<file path="src/include/sma_pkg.sv">
// Constants and command codes shared by both ends of the supply monitor link.
// Assumes a 100 MHz system clock on both ends.
package sma_pkg;
  // Converter
  localparam int ADC_BITS = 11;
  localparam int NUM_CH = 3;
  localparam logic [1:0] CH_TEMP = 2'h0;
  localparam logic [1:0] CH_SUPPLY = 2'h1;
  localparam logic [1:0] CH_GPIO = 2'h2;
  localparam logic [1:0] CH_LAST = 2'h2;
  localparam logic [NUM_CH-1:0] CH_SUPPLY_MASK = 3'h2;
  localparam int MV_W = 12;
  localparam logic [MV_W-1:0] SUPPLY_FS_MV = 12'he10;  // 3600 mV full scale
  // Threshold: code 0 is 1.5 V, code 31 is 3.05 V
  localparam int THR_W = 5;
  localparam logic [MV_W-1:0] THR_MIN_MV = 12'h5dc;    // 1500 mV
  localparam logic [MV_W-1:0] THR_STEP_MV = 12'h032;   // 50 mV
  // Timing
  localparam int CLK_HZ = 100_000_000;
  localparam int CLK_NS = 10;
  localparam int CONV_RATE_MAX_HZ = 2440;
  localparam int CONV_MIN_CYCLES = (CLK_HZ + CONV_RATE_MAX_HZ - 1) / CONV_RATE_MAX_HZ;
  localparam int WAKE_TICK_NS = 122070;                // 4 / 32.768 kHz
  localparam int WAKE_TICK_DEF_CYCLES = WAKE_TICK_NS / CLK_NS;
  localparam int POR_DEF_CYCLES = 16;
  localparam int CLKOUT_DEF_DIV = 4;
  localparam int HOST_HALF_DEF = 8;
  // Serial framing
  localparam int BYTE_W = 8;
  localparam logic [2:0] BIT_LAST = 3'h7;
  localparam logic [2:0] BYTE_LAST = 3'h7;
  localparam logic [7:0] CMD_SET_PROP = 8'h11;
  localparam logic [7:0] CMD_READ_CONVERTER = 8'h14;
  localparam logic [7:0] CMD_GET_STATUS = 8'h20;
  localparam logic [7:0] CMD_READ_REPLY = 8'h44;
  localparam logic [7:0] REPLY_READY = 8'hff;
  localparam logic [7:0] REPLY_BUSY = 8'h00;
  // Properties and fields
  localparam logic [7:0] PROP_WAKE_CFG = 8'h00;
  localparam logic [7:0] PROP_SUPPLY_THR = 8'h01;
  localparam logic [7:0] PROP_IRQ_EN = 8'h02;
  localparam logic [7:0] PROP_GPIO0 = 8'h03;
  localparam logic [7:0] PROP_GPIO1 = 8'h04;
  localparam logic [7:0] PROP_WAKE_PERIOD = 8'h05;
  localparam int CFG_WAKE_EN_BIT = 0;
  localparam int CFG_DET_EN_BIT = 1;
  localparam int ST_WAKE_BIT = 0;
  localparam int ST_LOW_BIT = 1;
  // General pin functions
  localparam int NUM_GPIO = 2;
  localparam int GPF_W = 3;
  localparam logic [GPF_W-1:0] GPF_OFF = 3'h0;
  localparam logic [GPF_W-1:0] GPF_CLK = 3'h1;
  localparam logic [GPF_W-1:0] GPF_BUF = 3'h2;
  localparam logic [GPF_W-1:0] GPF_POR = 3'h3;
  localparam logic [GPF_W-1:0] GPF_WAKE = 3'h4;
  localparam logic [GPF_W-1:0] GPF_LOW = 3'h5;
endpackage

</file>
<file path="src/include/sma_link_if.sv">
// Four-line serial link plus interrupt and shutdown between host and device.
// Assumes the bench resolves the data-out wire from its enable.
`timescale 1ns/1ps
`default_nettype none
interface sma_link_if;
  logic sclk;
  logic serial_select_n;
  logic sdi;
  logic sdo;
  logic sdo_oe_n;
  logic irq_out_n;
  logic shutdown_in;

  // Device end
  modport dev (
    input  sclk,
    input  serial_select_n,
    input  sdi,
    input  shutdown_in,
    output sdo,
    output sdo_oe_n,
    output irq_out_n
  );

  // Host end
  modport host (
    output sclk,
    output serial_select_n,
    output sdi,
    output shutdown_in,
    input  sdo,
    input  sdo_oe_n,
    input  irq_out_n
  );
endinterface
`default_nettype wire

</file>
<file path="src/verilog/sma_dev.sv">
// Device end: serial slave, property store, SAR converter control,
// wake timer, low-supply detector and general pin functions.
// Assumes link pins and comparator are asynchronous to clk_sys.
`timescale 1ns/1ps
`default_nettype none
module sma_dev
  import sma_pkg::*;
#(
  parameter int CONV_CYCLES      = CONV_MIN_CYCLES,
  parameter int WAKE_TICK_CYCLES = WAKE_TICK_DEF_CYCLES,
  parameter int POR_CYCLES       = POR_DEF_CYCLES,
  parameter int CLKOUT_DIV       = CLKOUT_DEF_DIV
) (
  input  wire logic                clk_sys,
  input  wire logic                arst_n,
  sma_link_if.dev                  lnk,
  output wire logic [ADC_BITS-1:0] sar_trial,
  output wire logic [1:0]          sar_chan,
  input  wire logic                sar_cmp,
  output wire logic [NUM_GPIO-1:0] gpio_out,
  output wire logic [NUM_GPIO-1:0] gpio_oe_n
);
  // Round up so a conversion never beats the fastest allowed rate
  localparam int BIT_CYCLES = (CONV_CYCLES + ADC_BITS - 1) / ADC_BITS;

  typedef enum logic {SMA_ADC_IDLE, SMA_ADC_CONV} sma_adc_st_t;

  typedef struct packed {
    logic [6:0]            rx;
    logic [2:0]            bitc;
    logic [2:0]            byte_i;
    logic [7:0]            cmd;
    logic [7:0]            arg;
    logic [7:0]            tx;
    logic                  sdo;
    logic                  sdo_oe_n;
    logic                  irq_n;
    logic                  wake_en;
    logic                  det_en;
    logic [THR_W-1:0]      thr;
    logic [1:0]            irq_en;
    logic [GPF_W-1:0]      gpf0;
    logic [GPF_W-1:0]      gpf1;
    logic [7:0]            period;
    logic [1:0]            status;
    logic [NUM_CH-1:0]     req_mask;
    logic [NUM_CH-1:0]     sel_mask;
    logic                  conv_req;
  } sma_spi_t;

  typedef struct packed {
    sma_adc_st_t                       st;
    logic [NUM_CH-1:0]                 pend;
    logic [1:0]                        ch;
    logic [3:0]                        bitp;
    logic [ADC_BITS-1:0]               trial;
    logic [31:0]                       cnt;
    logic                              det_chk;
    logic                              low_evt;
    logic [NUM_CH-1:0][ADC_BITS-1:0]   res;
  } sma_adc_t;

  typedef struct packed {
    logic [31:0]           pre;
    logic [7:0]            per;
    logic                  wake_evt;
    logic                  det_req;
    logic [15:0]           por_cnt;
    logic [15:0]           div;
    logic                  clk_o;
    logic [NUM_GPIO-1:0]   gout;
    logic [NUM_GPIO-1:0]   goe_n;
  } sma_tmr_t;

  localparam sma_spi_t SPI_RST = '{sdo_oe_n: 1'b1, irq_n: 1'b1, default: '0};
  localparam sma_adc_t ADC_RST = '{st: SMA_ADC_IDLE, default: '0};
  localparam sma_tmr_t TMR_RST = '{goe_n: '1, default: '0};

  sma_spi_t            spi_r;
  sma_spi_t            spi_nxt;
  sma_adc_t            adc_r;
  sma_adc_t            adc_nxt;
  sma_tmr_t            tmr_r;
  sma_tmr_t            tmr_nxt;
  logic [2:0]          sclk_q;
  logic [1:0]          sel_q;
  logic [1:0]          sdi_q;
  logic [1:0]          shd_q;
  logic [1:0]          cmp_q;
  logic                sclk_rise;
  logic                sclk_fall;
  logic                sel_act;
  logic                shd;
  logic                adc_busy;
  logic [MV_W-1:0]     thr_mv;

  // Two-stage synchronisers; third sclk stage only for edges
  always_ff @(posedge clk_sys or negedge arst_n) begin
    if (!arst_n) begin
      sclk_q <= '0;
      sel_q  <= '1;
      sdi_q  <= '0;
      shd_q  <= '0;
      cmp_q  <= '0;
    end else begin
      sclk_q <= {sclk_q[1:0], lnk.sclk};
      sel_q  <= {sel_q[0], lnk.serial_select_n};
      sdi_q  <= {sdi_q[0], lnk.sdi};
      shd_q  <= {shd_q[0], lnk.shutdown_in};
      cmp_q  <= {cmp_q[0], sar_cmp};
    end
  end

  assign sclk_rise = sclk_q[1] & ~sclk_q[2];
  assign sclk_fall = ~sclk_q[1] & sclk_q[2];
  assign sel_act   = ~sel_q[1];
  assign shd       = shd_q[1];
  assign adc_busy  = (adc_r.st != SMA_ADC_IDLE) | (|adc_r.pend);
  assign thr_mv    = THR_MIN_MV + MV_W'(spi_r.thr) * THR_STEP_MV;

  // Serial slave, properties and status flags
  always_comb begin
    sma_spi_t   s;
    logic [7:0] b;
    logic [7:0] c;
    logic [2:0] ri;
    s  = spi_r;
    b  = {spi_r.rx, sdi_q[1]};
    c  = (spi_r.byte_i == 3'h0) ? b : spi_r.cmd;
    ri = spi_r.byte_i - 3'h1;
    s.conv_req = 1'b0;
    s.irq_n = ~|(spi_r.status & spi_r.irq_en);
    if (!sel_act) begin
      s.bitc     = '0;
      s.byte_i   = '0;
      s.sdo      = 1'b0;
      s.sdo_oe_n = 1'b1;
    end else begin
      s.sdo_oe_n = 1'b0;
      if (sclk_fall) begin
        s.sdo = spi_r.tx[7];
        s.tx  = {spi_r.tx[6:0], 1'b0};
      end
      if (sclk_rise) begin
        s.rx   = b[6:0];
        s.bitc = spi_r.bitc + 3'h1;
        if (spi_r.bitc == BIT_LAST) begin
          if (spi_r.byte_i != BYTE_LAST) begin
            s.byte_i = spi_r.byte_i + 3'h1;
          end
          s.tx = 8'h00;
          if (spi_r.byte_i == 3'h0) begin
            s.cmd = b;
          end
          case (c)
            CMD_SET_PROP: begin
              if (spi_r.byte_i == 3'h1) begin
                s.arg = b;
              end else if (spi_r.byte_i == 3'h2) begin
                case (spi_r.arg)
                  PROP_WAKE_CFG: begin
                    s.wake_en = b[CFG_WAKE_EN_BIT];
                    s.det_en  = b[CFG_DET_EN_BIT];
                  end
                  PROP_SUPPLY_THR:  s.thr    = b[THR_W-1:0];
                  PROP_IRQ_EN:      s.irq_en = b[1:0];
                  PROP_GPIO0:       s.gpf0   = b[GPF_W-1:0];
                  PROP_GPIO1:       s.gpf1   = b[GPF_W-1:0];
                  PROP_WAKE_PERIOD: s.period = b;
                  default: ;
                endcase
              end
            end
            CMD_READ_CONVERTER: begin
              if (spi_r.byte_i == 3'h1) begin
                s.req_mask = b[NUM_CH-1:0];
                s.sel_mask = b[NUM_CH-1:0];
                s.conv_req = 1'b1;
              end
            end
            CMD_GET_STATUS: begin
              if (spi_r.byte_i == 3'h0) begin
                s.tx     = {6'h00, spi_r.status};
                s.status = '0;
              end
            end
            CMD_READ_REPLY: begin
              if (spi_r.byte_i == 3'h0) begin
                s.tx = adc_busy ? REPLY_BUSY : REPLY_READY;
              end else if (ri[2:1] <= CH_LAST && spi_r.sel_mask[ri[2:1]]) begin
                s.tx = ri[0] ? adc_r.res[ri[2:1]][7:0] : 8'(adc_r.res[ri[2:1]] >> BYTE_W);
              end
            end
            default: ;
          endcase
        end
      end
    end
    // Event set after the read clear so a coincident event survives
    s.status[ST_WAKE_BIT] = s.status[ST_WAKE_BIT] | tmr_r.wake_evt;
    s.status[ST_LOW_BIT]  = s.status[ST_LOW_BIT] | adc_r.low_evt;
    if (shd) begin
      s = SPI_RST;
    end
    spi_nxt = s;
  end

  // Successive approximation sequencer, lowest channel first
  always_comb begin
    sma_adc_t                a;
    logic [ADC_BITS-1:0]     t;
    logic [ADC_BITS+11:0]    prod;
    a    = adc_r;
    t    = adc_r.trial;
    prod = '0;
    a.low_evt = 1'b0;
    unique case (adc_r.st)
      SMA_ADC_IDLE: begin
        if (|adc_r.pend) begin
          for (int i = NUM_CH - 1; i >= 0; i--) begin
            if (adc_r.pend[i]) begin
              a.ch = 2'(i);
            end
          end
          a.st    = SMA_ADC_CONV;
          a.bitp  = 4'(ADC_BITS - 1);
          a.trial = {1'b1, {(ADC_BITS-1){1'b0}}};
          a.cnt   = '0;
        end
      end
      SMA_ADC_CONV: begin
        if (adc_r.cnt == 32'(BIT_CYCLES - 1)) begin
          a.cnt = '0;
          if (!cmp_q[1]) begin
            t[adc_r.bitp] = 1'b0;
          end
          if (adc_r.bitp == 4'h0) begin
            a.res[adc_r.ch]  = t;
            a.pend[adc_r.ch] = 1'b0;
            a.st = SMA_ADC_IDLE;
            if (adc_r.ch == CH_SUPPLY && adc_r.det_chk) begin
              a.det_chk = 1'b0;
              prod = (ADC_BITS + 12)'(t) * (ADC_BITS + 12)'(SUPPLY_FS_MV);
              a.low_evt = prod[ADC_BITS +: MV_W] < thr_mv;
            end
          end else begin
            t[adc_r.bitp - 4'h1] = 1'b1;
            a.bitp = adc_r.bitp - 4'h1;
          end
          a.trial = t;
        end else begin
          a.cnt = adc_r.cnt + 32'h1;
        end
      end
    endcase
    // Requests merged last so a finish never swallows a new one
    a.pend = a.pend | (spi_r.conv_req ? spi_r.req_mask : '0)
                    | (tmr_r.det_req ? CH_SUPPLY_MASK : '0);
    a.det_chk = a.det_chk | tmr_r.det_req;
    if (shd) begin
      a = ADC_RST;
    end
    adc_nxt = a;
  end

  // Wake timer, power-on flag, clock divider and general pins
  always_comb begin
    sma_tmr_t         m;
    logic [GPF_W-1:0] f;
    m = tmr_r;
    f = GPF_OFF;
    m.wake_evt = 1'b0;
    m.det_req  = 1'b0;
    if (spi_r.wake_en) begin
      if (tmr_r.pre == 32'(WAKE_TICK_CYCLES - 1)) begin
        m.pre = '0;
        if ({1'b0, tmr_r.per} + 9'h001 >= {1'b0, spi_r.period}) begin
          m.per      = '0;
          m.wake_evt = 1'b1;
          m.det_req  = spi_r.det_en;
        end else begin
          m.per = tmr_r.per + 8'h01;
        end
      end else begin
        m.pre = tmr_r.pre + 32'h1;
      end
    end else begin
      m.pre = '0;
      m.per = '0;
    end
    if (tmr_r.por_cnt != 16'(POR_CYCLES)) begin
      m.por_cnt = tmr_r.por_cnt + 16'h0001;
    end
    if (tmr_r.div == 16'(CLKOUT_DIV - 1)) begin
      m.div   = '0;
      m.clk_o = ~tmr_r.clk_o;
    end else begin
      m.div = tmr_r.div + 16'h0001;
    end
    for (int i = 0; i < NUM_GPIO; i++) begin
      f = (i == 0) ? spi_r.gpf0 : spi_r.gpf1;
      m.goe_n[i] = 1'b0;
      case (f)
        GPF_CLK:  m.gout[i] = tmr_r.clk_o;
        GPF_BUF:  m.gout[i] = ~adc_busy;
        GPF_POR:  m.gout[i] = tmr_r.por_cnt != 16'(POR_CYCLES);
        GPF_WAKE: m.gout[i] = spi_r.status[ST_WAKE_BIT];
        GPF_LOW:  m.gout[i] = spi_r.status[ST_LOW_BIT];
        default: begin
          m.gout[i]  = 1'b0;
          m.goe_n[i] = 1'b1;
        end
      endcase
    end
    if (shd) begin
      m = TMR_RST;
    end
    tmr_nxt = m;
  end

  // State registers; shutdown is folded into the next values
  always_ff @(posedge clk_sys or negedge arst_n) begin
    if (!arst_n) begin
      spi_r <= SPI_RST;
      adc_r <= ADC_RST;
      tmr_r <= TMR_RST;
    end else begin
      spi_r <= spi_nxt;
      adc_r <= adc_nxt;
      tmr_r <= tmr_nxt;
    end
  end

  assign lnk.sdo       = spi_r.sdo;
  assign lnk.sdo_oe_n  = spi_r.sdo_oe_n;
  assign lnk.irq_out_n = spi_r.irq_n;
  assign sar_trial     = adc_r.trial;
  assign sar_chan      = adc_r.ch;
  assign gpio_out      = tmr_r.gout;
  assign gpio_oe_n     = tmr_r.goe_n;
endmodule
`default_nettype wire

</file>
<file path="src/flat_wrapper.sv">
// flat-port wrapper written by rule: the top's interface ports become plain ports
module sma_dev_flat import sma_pkg::*;
#(
  parameter int CONV_CYCLES      = CONV_MIN_CYCLES,
  parameter int WAKE_TICK_CYCLES = WAKE_TICK_DEF_CYCLES,
  parameter int POR_CYCLES       = POR_DEF_CYCLES,
  parameter int CLKOUT_DIV       = CLKOUT_DEF_DIV
)
  (clk_sys, arst_n, sar_trial, sar_chan, sar_cmp, gpio_out, gpio_oe_n, lnk_sclk, lnk_serial_select_n, lnk_sdi, lnk_shutdown_in, lnk_sdo, lnk_sdo_oe_n, lnk_irq_out_n);
  sma_link_if lnk_i ();
  input  wire logic clk_sys;
  input  wire logic arst_n;
  output wire logic [ADC_BITS-1:0] sar_trial;
  output wire logic [1:0] sar_chan;
  input  wire logic sar_cmp;
  output wire logic [NUM_GPIO-1:0] gpio_out;
  output wire logic [NUM_GPIO-1:0] gpio_oe_n;
  input wire logic [$bits(lnk_i.sclk)-1:0] lnk_sclk;
  input wire logic [$bits(lnk_i.serial_select_n)-1:0] lnk_serial_select_n;
  input wire logic [$bits(lnk_i.sdi)-1:0] lnk_sdi;
  input wire logic [$bits(lnk_i.shutdown_in)-1:0] lnk_shutdown_in;
  output wire logic [$bits(lnk_i.sdo)-1:0] lnk_sdo;
  output wire logic [$bits(lnk_i.sdo_oe_n)-1:0] lnk_sdo_oe_n;
  output wire logic [$bits(lnk_i.irq_out_n)-1:0] lnk_irq_out_n;
  assign lnk_i.sclk = lnk_sclk;
  assign lnk_i.serial_select_n = lnk_serial_select_n;
  assign lnk_i.sdi = lnk_sdi;
  assign lnk_i.shutdown_in = lnk_shutdown_in;
  assign lnk_sdo = lnk_i.sdo;
  assign lnk_sdo_oe_n = lnk_i.sdo_oe_n;
  assign lnk_irq_out_n = lnk_i.irq_out_n;
  sma_dev #(.CONV_CYCLES(CONV_CYCLES), .WAKE_TICK_CYCLES(WAKE_TICK_CYCLES), .POR_CYCLES(POR_CYCLES), .CLKOUT_DIV(CLKOUT_DIV)) u_core (.clk_sys(clk_sys), .arst_n(arst_n), .lnk(lnk_i), .sar_trial(sar_trial), .sar_chan(sar_chan), .sar_cmp(sar_cmp), .gpio_out(gpio_out), .gpio_oe_n(gpio_oe_n));
endmodule
</file>
<file path="config.mk">
export PLATFORM = sky130hd
export DESIGN_NAME = sma_dev_flat
export DESIGN_NICKNAME = d
export VERILOG_FILES = /design/src/include/sma_pkg.sv /design/src/include/sma_link_if.sv /design/src/verilog/sma_dev.sv /design/src/flat_wrapper.sv
export SDC_FILE = /design/constraint.sdc
export NUM_CORES = 1
export LEC_CHECK = 0
export ABC_AREA = 1
export BUFFER_PORTS_ARGS = -buffer_cell sky130_fd_sc_hd__buf_2
export CAP_MARGIN = 20
export CORE_UTILIZATION = 30
export DETAILED_ROUTE_END_ITERATION = 10
export GPL_TIMING_DRIVEN = 0
export PLACE_DENSITY = 0.55
export SLEW_MARGIN = 20
export SYNTH_ARGS = -nofsm -noshare
export SYNTH_HDL_FRONTEND = slang
export SYNTH_SLANG_ARGS = --single-unit
</file>
<file path="constraint.sdc">
create_clock -name clk_sys -period 4.8 [get_ports clk_sys]
set_input_delay 0.24 -clock clk_sys [delete_from_list [all_inputs] [get_ports clk_sys]]
set_output_delay 0.24 -clock clk_sys [all_outputs]
set_load 0.02 [all_outputs]
</file>
==> results by group, run 1 <==
Status
  • Status: finished, final reports clean

Synth
  • Async SR Flop Fraction: 1.00
  • Largest cells by area after synthesis: dfrtp_1 40%, nand2_1 13%, ha_1 8.1%, inv_1 5.8%, nand3_1 4.9%
  • Syn_nets: 2116
  • Count leader, synth: nand2_1
  • Synth Warn #: 0
  • Area leader, netlist: dfrtp_1
  • Top cell types by occurrence after synthesis: 535 x nand2_1, 241 x dfrtp_1, 234 x inv_1
  • Synthesized area: 15200 µm²
  • Post-synth EDFFs: 0
  • Synthesized netlist cell count: 1996
  • Area fraction of the dominant cell type after synthesis: 0.397
  • Post-synth cell types: 48
  • Sequential area share after synthesis: 0.407
  • Avg Cell Area, Syn: 7.62 µm²
  • Main synth FF type: dfrtp_1
  • Synthesis-stage register bit count: 247

Timing
  • Period utilization: 0.952
  • Slew Viols, Final: 0
  • Final setup violation count: 0
  • Max-slew headroom: 0.389
  • Final min period: 4.57 ns
  • Hold Fails Final Rpt: 0
  • Hold WS: 0.238 ns
  • TNS Setup: 0 ns
  • Worst-Margin Slew: 0.910 ns
  • Max frequency: 219 MHz
  • Clock Skews: 0.0479 ns

Worst hold path
  • Min-delay worst type: in -> async

Placed design
  • I/O Buffers: 26
  • Hpwl dp: 28800 µm
  • Routability cong.: 0.866
  • Placed insts: 2696

Clocking
  • Clock latency on the worst-skew pair: 0.61 ns
  • CTS tree: done
  • Num CTS Buffers: 31
  • CTS max path bufs: 3
  • CTS Sinks: 247
  • Root buf cell: clkbuf_16
  • H-tree lvl count: 1
  • Reg clk slew, reported paths: 0.06 ns

Critical path
  • CP Launch Type: flop
  • Reg-to-reg slack, setup: 0.23 ns
  • CP required: 5.30 ns
  • Setup crit end kind: flop
  • Worst EP arrival: 5.06 ns
  • Crit-path max FO: 6
  • WS Path Type: reg -> reg

Floorplanning
  • Die Ht: 227 µm
  • Starting Density: 0.304
  • Core ar.: 50100 µm²
  • Chip Width: 227 µm
  • Io pins: 27
  • Site row count: 82
  • Die Area: 51600 µm²

Cells and area
  • Finished Layout Cells: 2767
  • Storage cell area: 6190 µm²
  • Core Util, Final: 0.355
  • Area Growth Syn to Fin: 16.7%
  • Fraction of layout instances using a drive strength above 1: 0.0979
  • Multi-input logic area: 8000 µm²
  • Filler instances: 5313
  • # diodes: 0
  • Final nets: 2190

Route
  • DRT antenna net count: 0
  • Vias/cell: 4.78
  • Routed wire per std cell: 14.3 µm
  • Vias: 13200
  • DRC viols: 0
  • WL final: 39500 µm
  • Drt pass-1 iters: 5
  • Starting DRT DRC Count: 846

Global route
  • Global-route usage over all layers: 0.158
  • Total grt overflow: 0
  • First-pass GRT wire length: 66600 µm
  • Initial antenna violation count: 0
  • Vias in the first global route: 13200
  • Largest net degree at the start of global routing: 87

Power
  • Pwr dens: 283 nW/µm²
  • Max VDD drop: 265 µV
  • PnR Total Power: 5.03 mW
  • Static Leak: 8.43 nW

Run
  • Maxcap violations: 0
-- worst max-delay path, stage by stage, from the launching register on --
cell and delay (ns):
dfrtp_2 0.45, ha_1 0.29, nand3_1 0.10, and2_2 0.20, inv_1 0.10, fa_1 0.54, inv_1 0.05, ha_1 0.30
fa_1 0.56, ha_4 0.23, ha_1 0.23, a21oi_4 0.17, nand2_2 0.10, xor2_1 0.15, ha_1 0.29, nand2_1 0.05
o21ai_0 0.15, a21oi_1 0.09, o21ai_1 0.14, nand3_1 0.08, a21oi_1 0.14, nor2_1 0.05
-- where the power goes --
group | switching [mW] | internal (mW)
Clock | 0.979 | 1.72
Combinational | 0.156 | 0.0567
Sequential | 0.0158 | 2.10
-- state kept, by name (all words and copies together) (netlist names), 3 cells and up --
| register | flops |
|---|---|
| u_core.adc_r | 75 |
| u_core.sar_trial | 11 |
| u_core.sclk_q | 3 |
| u_core.spi_r | 66 |
| u_core.tmr_r | 75 |
-- layout by cell type (no fill, tap or decap), drive strengths merged, types with 17 or more instances in the layout --
cell type  count
nand2        545
xor2          31
nor3          68
o21ai        105
inv          241
nor2         204
nand3        149
o22ai         17
buf           73
dfrtp        241
nor4          21
nand4         53
ha            99
clkbuf        52
a21oi         75
-- repair_timing --
action,CTS,global route
endpoints found under the hold margin,80,0
hold buffers,6,0
endpoints found under the setup margin,1,1
gates resized for setup,12,37
pin swaps,0,6
setup buffers,0,8
-- final cells by class --
type	count	area share
Buffer	50	0.0158
Clock inverter	19	0.0183
Multi-Input combinational cell	1453	0.451
Inverter	245	0.0522
Sequential cell	247	0.349
Clock buffer	39	0.0493
Timing Repair Buffer	42	0.0178
Tap cell	672	0.0474
-- routing by layer --
layer / routed length (µm) / track usage / vias to the layer above / part of all wire
li1: - / - / 6692 / -
met1: 19300 / 0.217 / 6244 / 0.49
met2: 17900 / 0.258 / 228 / 0.45
met3: 1370 / 0.0200 / 68 / 0.035
met4: 1040 / 0.0455 / 0 / 0.026
met5: 0 / 0 / - / 0
-- logic make-up (layout without fill, tap and decap cells) --
kind of cell / after synthesis / in the layout / synth area share
AO/OA/AOI/OAI: 231 / 231 / 0.0826
XOR/XNOR: 44 / 44 / 0.0253
adder cells (fa/ha/maj): 113 / 113 / 0.0999
buffers and inverters: 296 / 395 / 0.0793
flip-flops: 247 / 247 / 0.407
multiplexers: 5 / 5 / 0.00329
AND/OR/NAND/NOR: 1060 / 1060 / 0.303
-- per-stage QoR --
stage	worst slack, ns	area, µm²
2_1_floorplan	0.364	15200
6_report	0.233	17800
3_3_place_gp	-1.24	16200
3_5_place_dp	-0.217	16200
4_1_cts	0.0163	17500
5_1_grt	-0.00820	17800
-- final timing paths --
kind	depth (start not counted)	endpoint	startpoint
max	21	u_core.adc_r[33]	u_core.adc_r[78]
min	2	u_core.tmr_r[56]	arst_n
max reg2reg	21	u_core.adc_r[33]	u_core.adc_r[78]
min reg2reg	0	u_core.shd_q[1]	u_core.shd_q[0]
max in group asynchronous	4	u_core.adc_r[1]	arst_n
min in group clk_sys	2	u_core.cmp_q[0]	sar_cmp
Note: power is estimated with default switching activity, not from simulation.
==> inputs of run 2 (changes only) <==
--- a/config.mk
+++ b/config.mk
@@ -11,6 +11,7 @@
 export CORE_UTILIZATION = 30
 export DETAILED_ROUTE_END_ITERATION = 10
 export GPL_TIMING_DRIVEN = 0
+export MAX_ROUTING_LAYER = met4
 export PLACE_DENSITY = 0.55
 export SLEW_MARGIN = 20
 export SYNTH_ARGS = -nofsm -noshare
==> run 2 against run 1 <==
Effect of this change:
- routed wire length hardly changed
- setup slack improved by 0.029 ns
- combinational power increased by 2%
- cell area fell by 0.87%
- global-route usage grew 0.18 points
- first-iteration DRC count is 2.6% lower
- final cell count down 0.14%
- critical path type unchanged
- critical endpoint unchanged
- largest power group unchanged
- highest routed layer unchanged
==> results by group, run 2 (synthesized netlist as in run 1, its figures left out) <==
Status
  • Status: finished, final reports clean

Timing
  • Period utilization: 0.946 (-0.00597)
  • Final setup violation count: 0 (unchanged)
  • Max-slew headroom: 0.410 (+0.0217)
  • Clock Skews: 0.0283 ns (-0.0196 ns)
  • Worst-Margin Slew: 0.878 ns (-0.0323 ns)
  • Hold WS: 0.103 ns (-0.135 ns)
  • TNS Setup: 0 ns (unchanged)
  • Unrepaired setup endpoints after global routing: no
  • Slew Viols, Final: 0 (unchanged)
  • Max frequency: 220 MHz (+0.63%)
  • Final min period: 4.54 ns (-0.0287 ns)
  • Hold Fails Final Rpt: 0 (unchanged)

Route
  • DRC viols: 0 (unchanged)
  • Vias/cell: 4.82 (+0.77%)
  • Vias: 13300 (+0.62%)
  • Starting DRT DRC Count: 824 (-2.6%)
  • DRT antenna net count: 0 (unchanged)
  • Routed wire per std cell: 14.3 µm (+0.13%)
  • Drt pass-1 iters: 5 (unchanged)
  • WL final: 39500 µm (about the same)

Cells and area
  • Biggest regs: u_core.adc_r (75), u_core.tmr_r (75), u_core.spi_r (66)
  • Commonest non-fill, non-tap cell in the layout: nand2_1
  • Final nets: 2188 (-0.091%)
  • Commonest cells after routing, fill and taps aside: 528 x nand2_1, 239 x dfrtp_1, 229 x inv_1
  • Fraction of layout instances using a drive strength above 1: 0.0937 (-0.00412)
  • # diodes: 0 (unchanged)
  • Area Growth Syn to Fin: 15.7%

Clocking
  • CTS Sinks: 247 (unchanged)
  • Num CTS Buffers: 31 (unchanged)
  • CTS max path bufs: 3 (unchanged)
  • CTS tree: done
  • Root buf cell: clkbuf_16
  • Reg clk slew, reported paths: 0.06 ns (about the same)
  • H-tree lvl count: 1 (unchanged)
  • Clock latency on the worst-skew pair: 0.59 ns (-0.02 ns)

Placed design
  • I/O Buffers: 26 (unchanged)
  • Routability cong.: 0.880 (+1.6%)
  • Hpwl dp: 28800 µm (about the same)

Critical path
  • CP Launch Type: flop
  • CP required: 5.27 ns (-0.03 ns)
  • Crit-path max FO: 6 (unchanged)
  • Worst EP arrival: 5.01 ns (-0.05 ns)
  • WS Path Type: reg -> reg
  • Setup crit end kind: flop

Global route
  • Initial antenna violation count: 0 (unchanged)
  • First-pass GRT wire length: 65100 µm (-2.2%)
  • Global-route usage over all layers: 0.160 (+0.00182)
  • Largest net degree at the start of global routing: 85 (-2.3%)
  • Total grt overflow: 0 (unchanged)
  • Vias in the first global route: 12800 (-2.9%)

Floorplanning
  • Site row count: 82 (unchanged)
  • Die Ht: 227 µm (unchanged)
  • Die Area: 51600 µm² (unchanged)
  • Starting Density: 0.304 (unchanged)
  • Io pins: 27 (unchanged)
  • Chip Width: 227 µm (unchanged)
  • Core ar.: 50100 µm² (unchanged)

Power
  • Pwr dens: 265 nW/µm² (-6.5%)
  • Max VDD drop: 262 µV (-1.2%)
  • Static Leak: 8.37 nW (-0.79%)

Run
  • Maxcap violations: 0 (unchanged)

Worst hold path
  • Min-delay worst type: in -> async
## run 2: repair_timing
item | CTS | global route
cloned | 0 | 0
gates resized for setup | 14 | 37
pin swaps | 0 | 5
hold buffers | 6 | 0
buffers inserted | 0 | 5
setup endpoints to repair | 1 | 1
hold endpoints to repair | 104 | 0
## run 2: final timing paths
| check | startpoint | to | slack [ns] | cells after the start |
|---|---|---|---|---|
| setup / recovery | u_core.adc_r[78] | u_core.adc_r[33] | 0.26 | 24 |
| setup reg to reg | u_core.adc_r[78] | u_core.adc_r[33] | 0.26 | 24 |
| hold / removal | arst_n | u_core.tmr_r[56] | 0.10 | 2 |
| max in group asynchronous | arst_n | u_core.adc_r[79] | 3.62 | 4 |
| hold reg to reg | u_core.sclk_q[0] | u_core.sclk_q[1] | 0.35 | 0 |
| min in group clk_sys | lnk_serial_select_n | u_core.sel_q[0] | 0.29 | 2 |
## run 2: worst max-delay path, cell delays in order (launching register included)
cell	delay (ns)
dfrtp_2	0.45
inv_2	0.10
ha_2	0.19
inv_1	0.09
nor2_4	0.12
nand2_1	0.10
nand2_4	0.10
inv_1	0.08
xor2_1	0.17
ha_1	0.29
ha_1	0.32
fa_1	0.56
ha_4	0.22
ha_4	0.27
a21oi_4	0.13
nand2_2	0.09
xor2_1	0.15
ha_1	0.29
nand2_1	0.05
o21ai_0	0.15
a21oi_1	0.09
o21ai_1	0.14
nand3_1	0.09
a21oi_1	0.13
nor2_1	0.05
## run 2: per-layer routing
metal / vias up / share of wire / global-route usage / wire length (µm)
met1: 6266 / 0.48 / 0.217 / 19100
li1: 6679 / - / - / -
met5: - / 0 / - / 0
met2: 301 / 0.45 / 0.251 / 17800
met4: 0 / 0.023 / 0.0392 / 927
met3: 68 / 0.043 / 0.0197 / 1700
## run 2: area by class of cell
| cell class | count | area [µm²] |
|---|---|---|
| clock buffer | 48 | 940 |
| multi-input combinational | 1453 | 8020 |
| inverter | 245 | 922 |
| buffer | 50 | 280 |
| timing repair buffer | 40 | 320 |
| clock inverter | 8 | 88.8 |
| fill | 5350 | 32500 |
| tap | 672 | 841 |
| sequential | 247 | 6190 |
## run 2: stage by stage
step / worst slack (ns) / instance area (µm²) / power, mW / utilization / std cells
after floorplan: 0.364 / 15200 / 2.25 / - / 1996
after global placement: -1.24 / 16200 / 2.35 / 0.323 / 2694
after detailed placement: -0.259 / 16300 / 2.36 / 0.325 / 2697
after CTS: 0.0132 / 17400 / 4.74 / 0.348 / 2758
after global routing: 0.00606 / 17600 / 4.85 / 0.352 / 2763
final: 0.261 / 17600 / 4.67 / 0.352 / 2763
## run 2: report_power, final
part           internal, mW  switching [mW]
Sequential             2.10          0.0159
Clock                  1.40           0.937
Combinational        0.0593           0.157
Total                  3.55            1.11
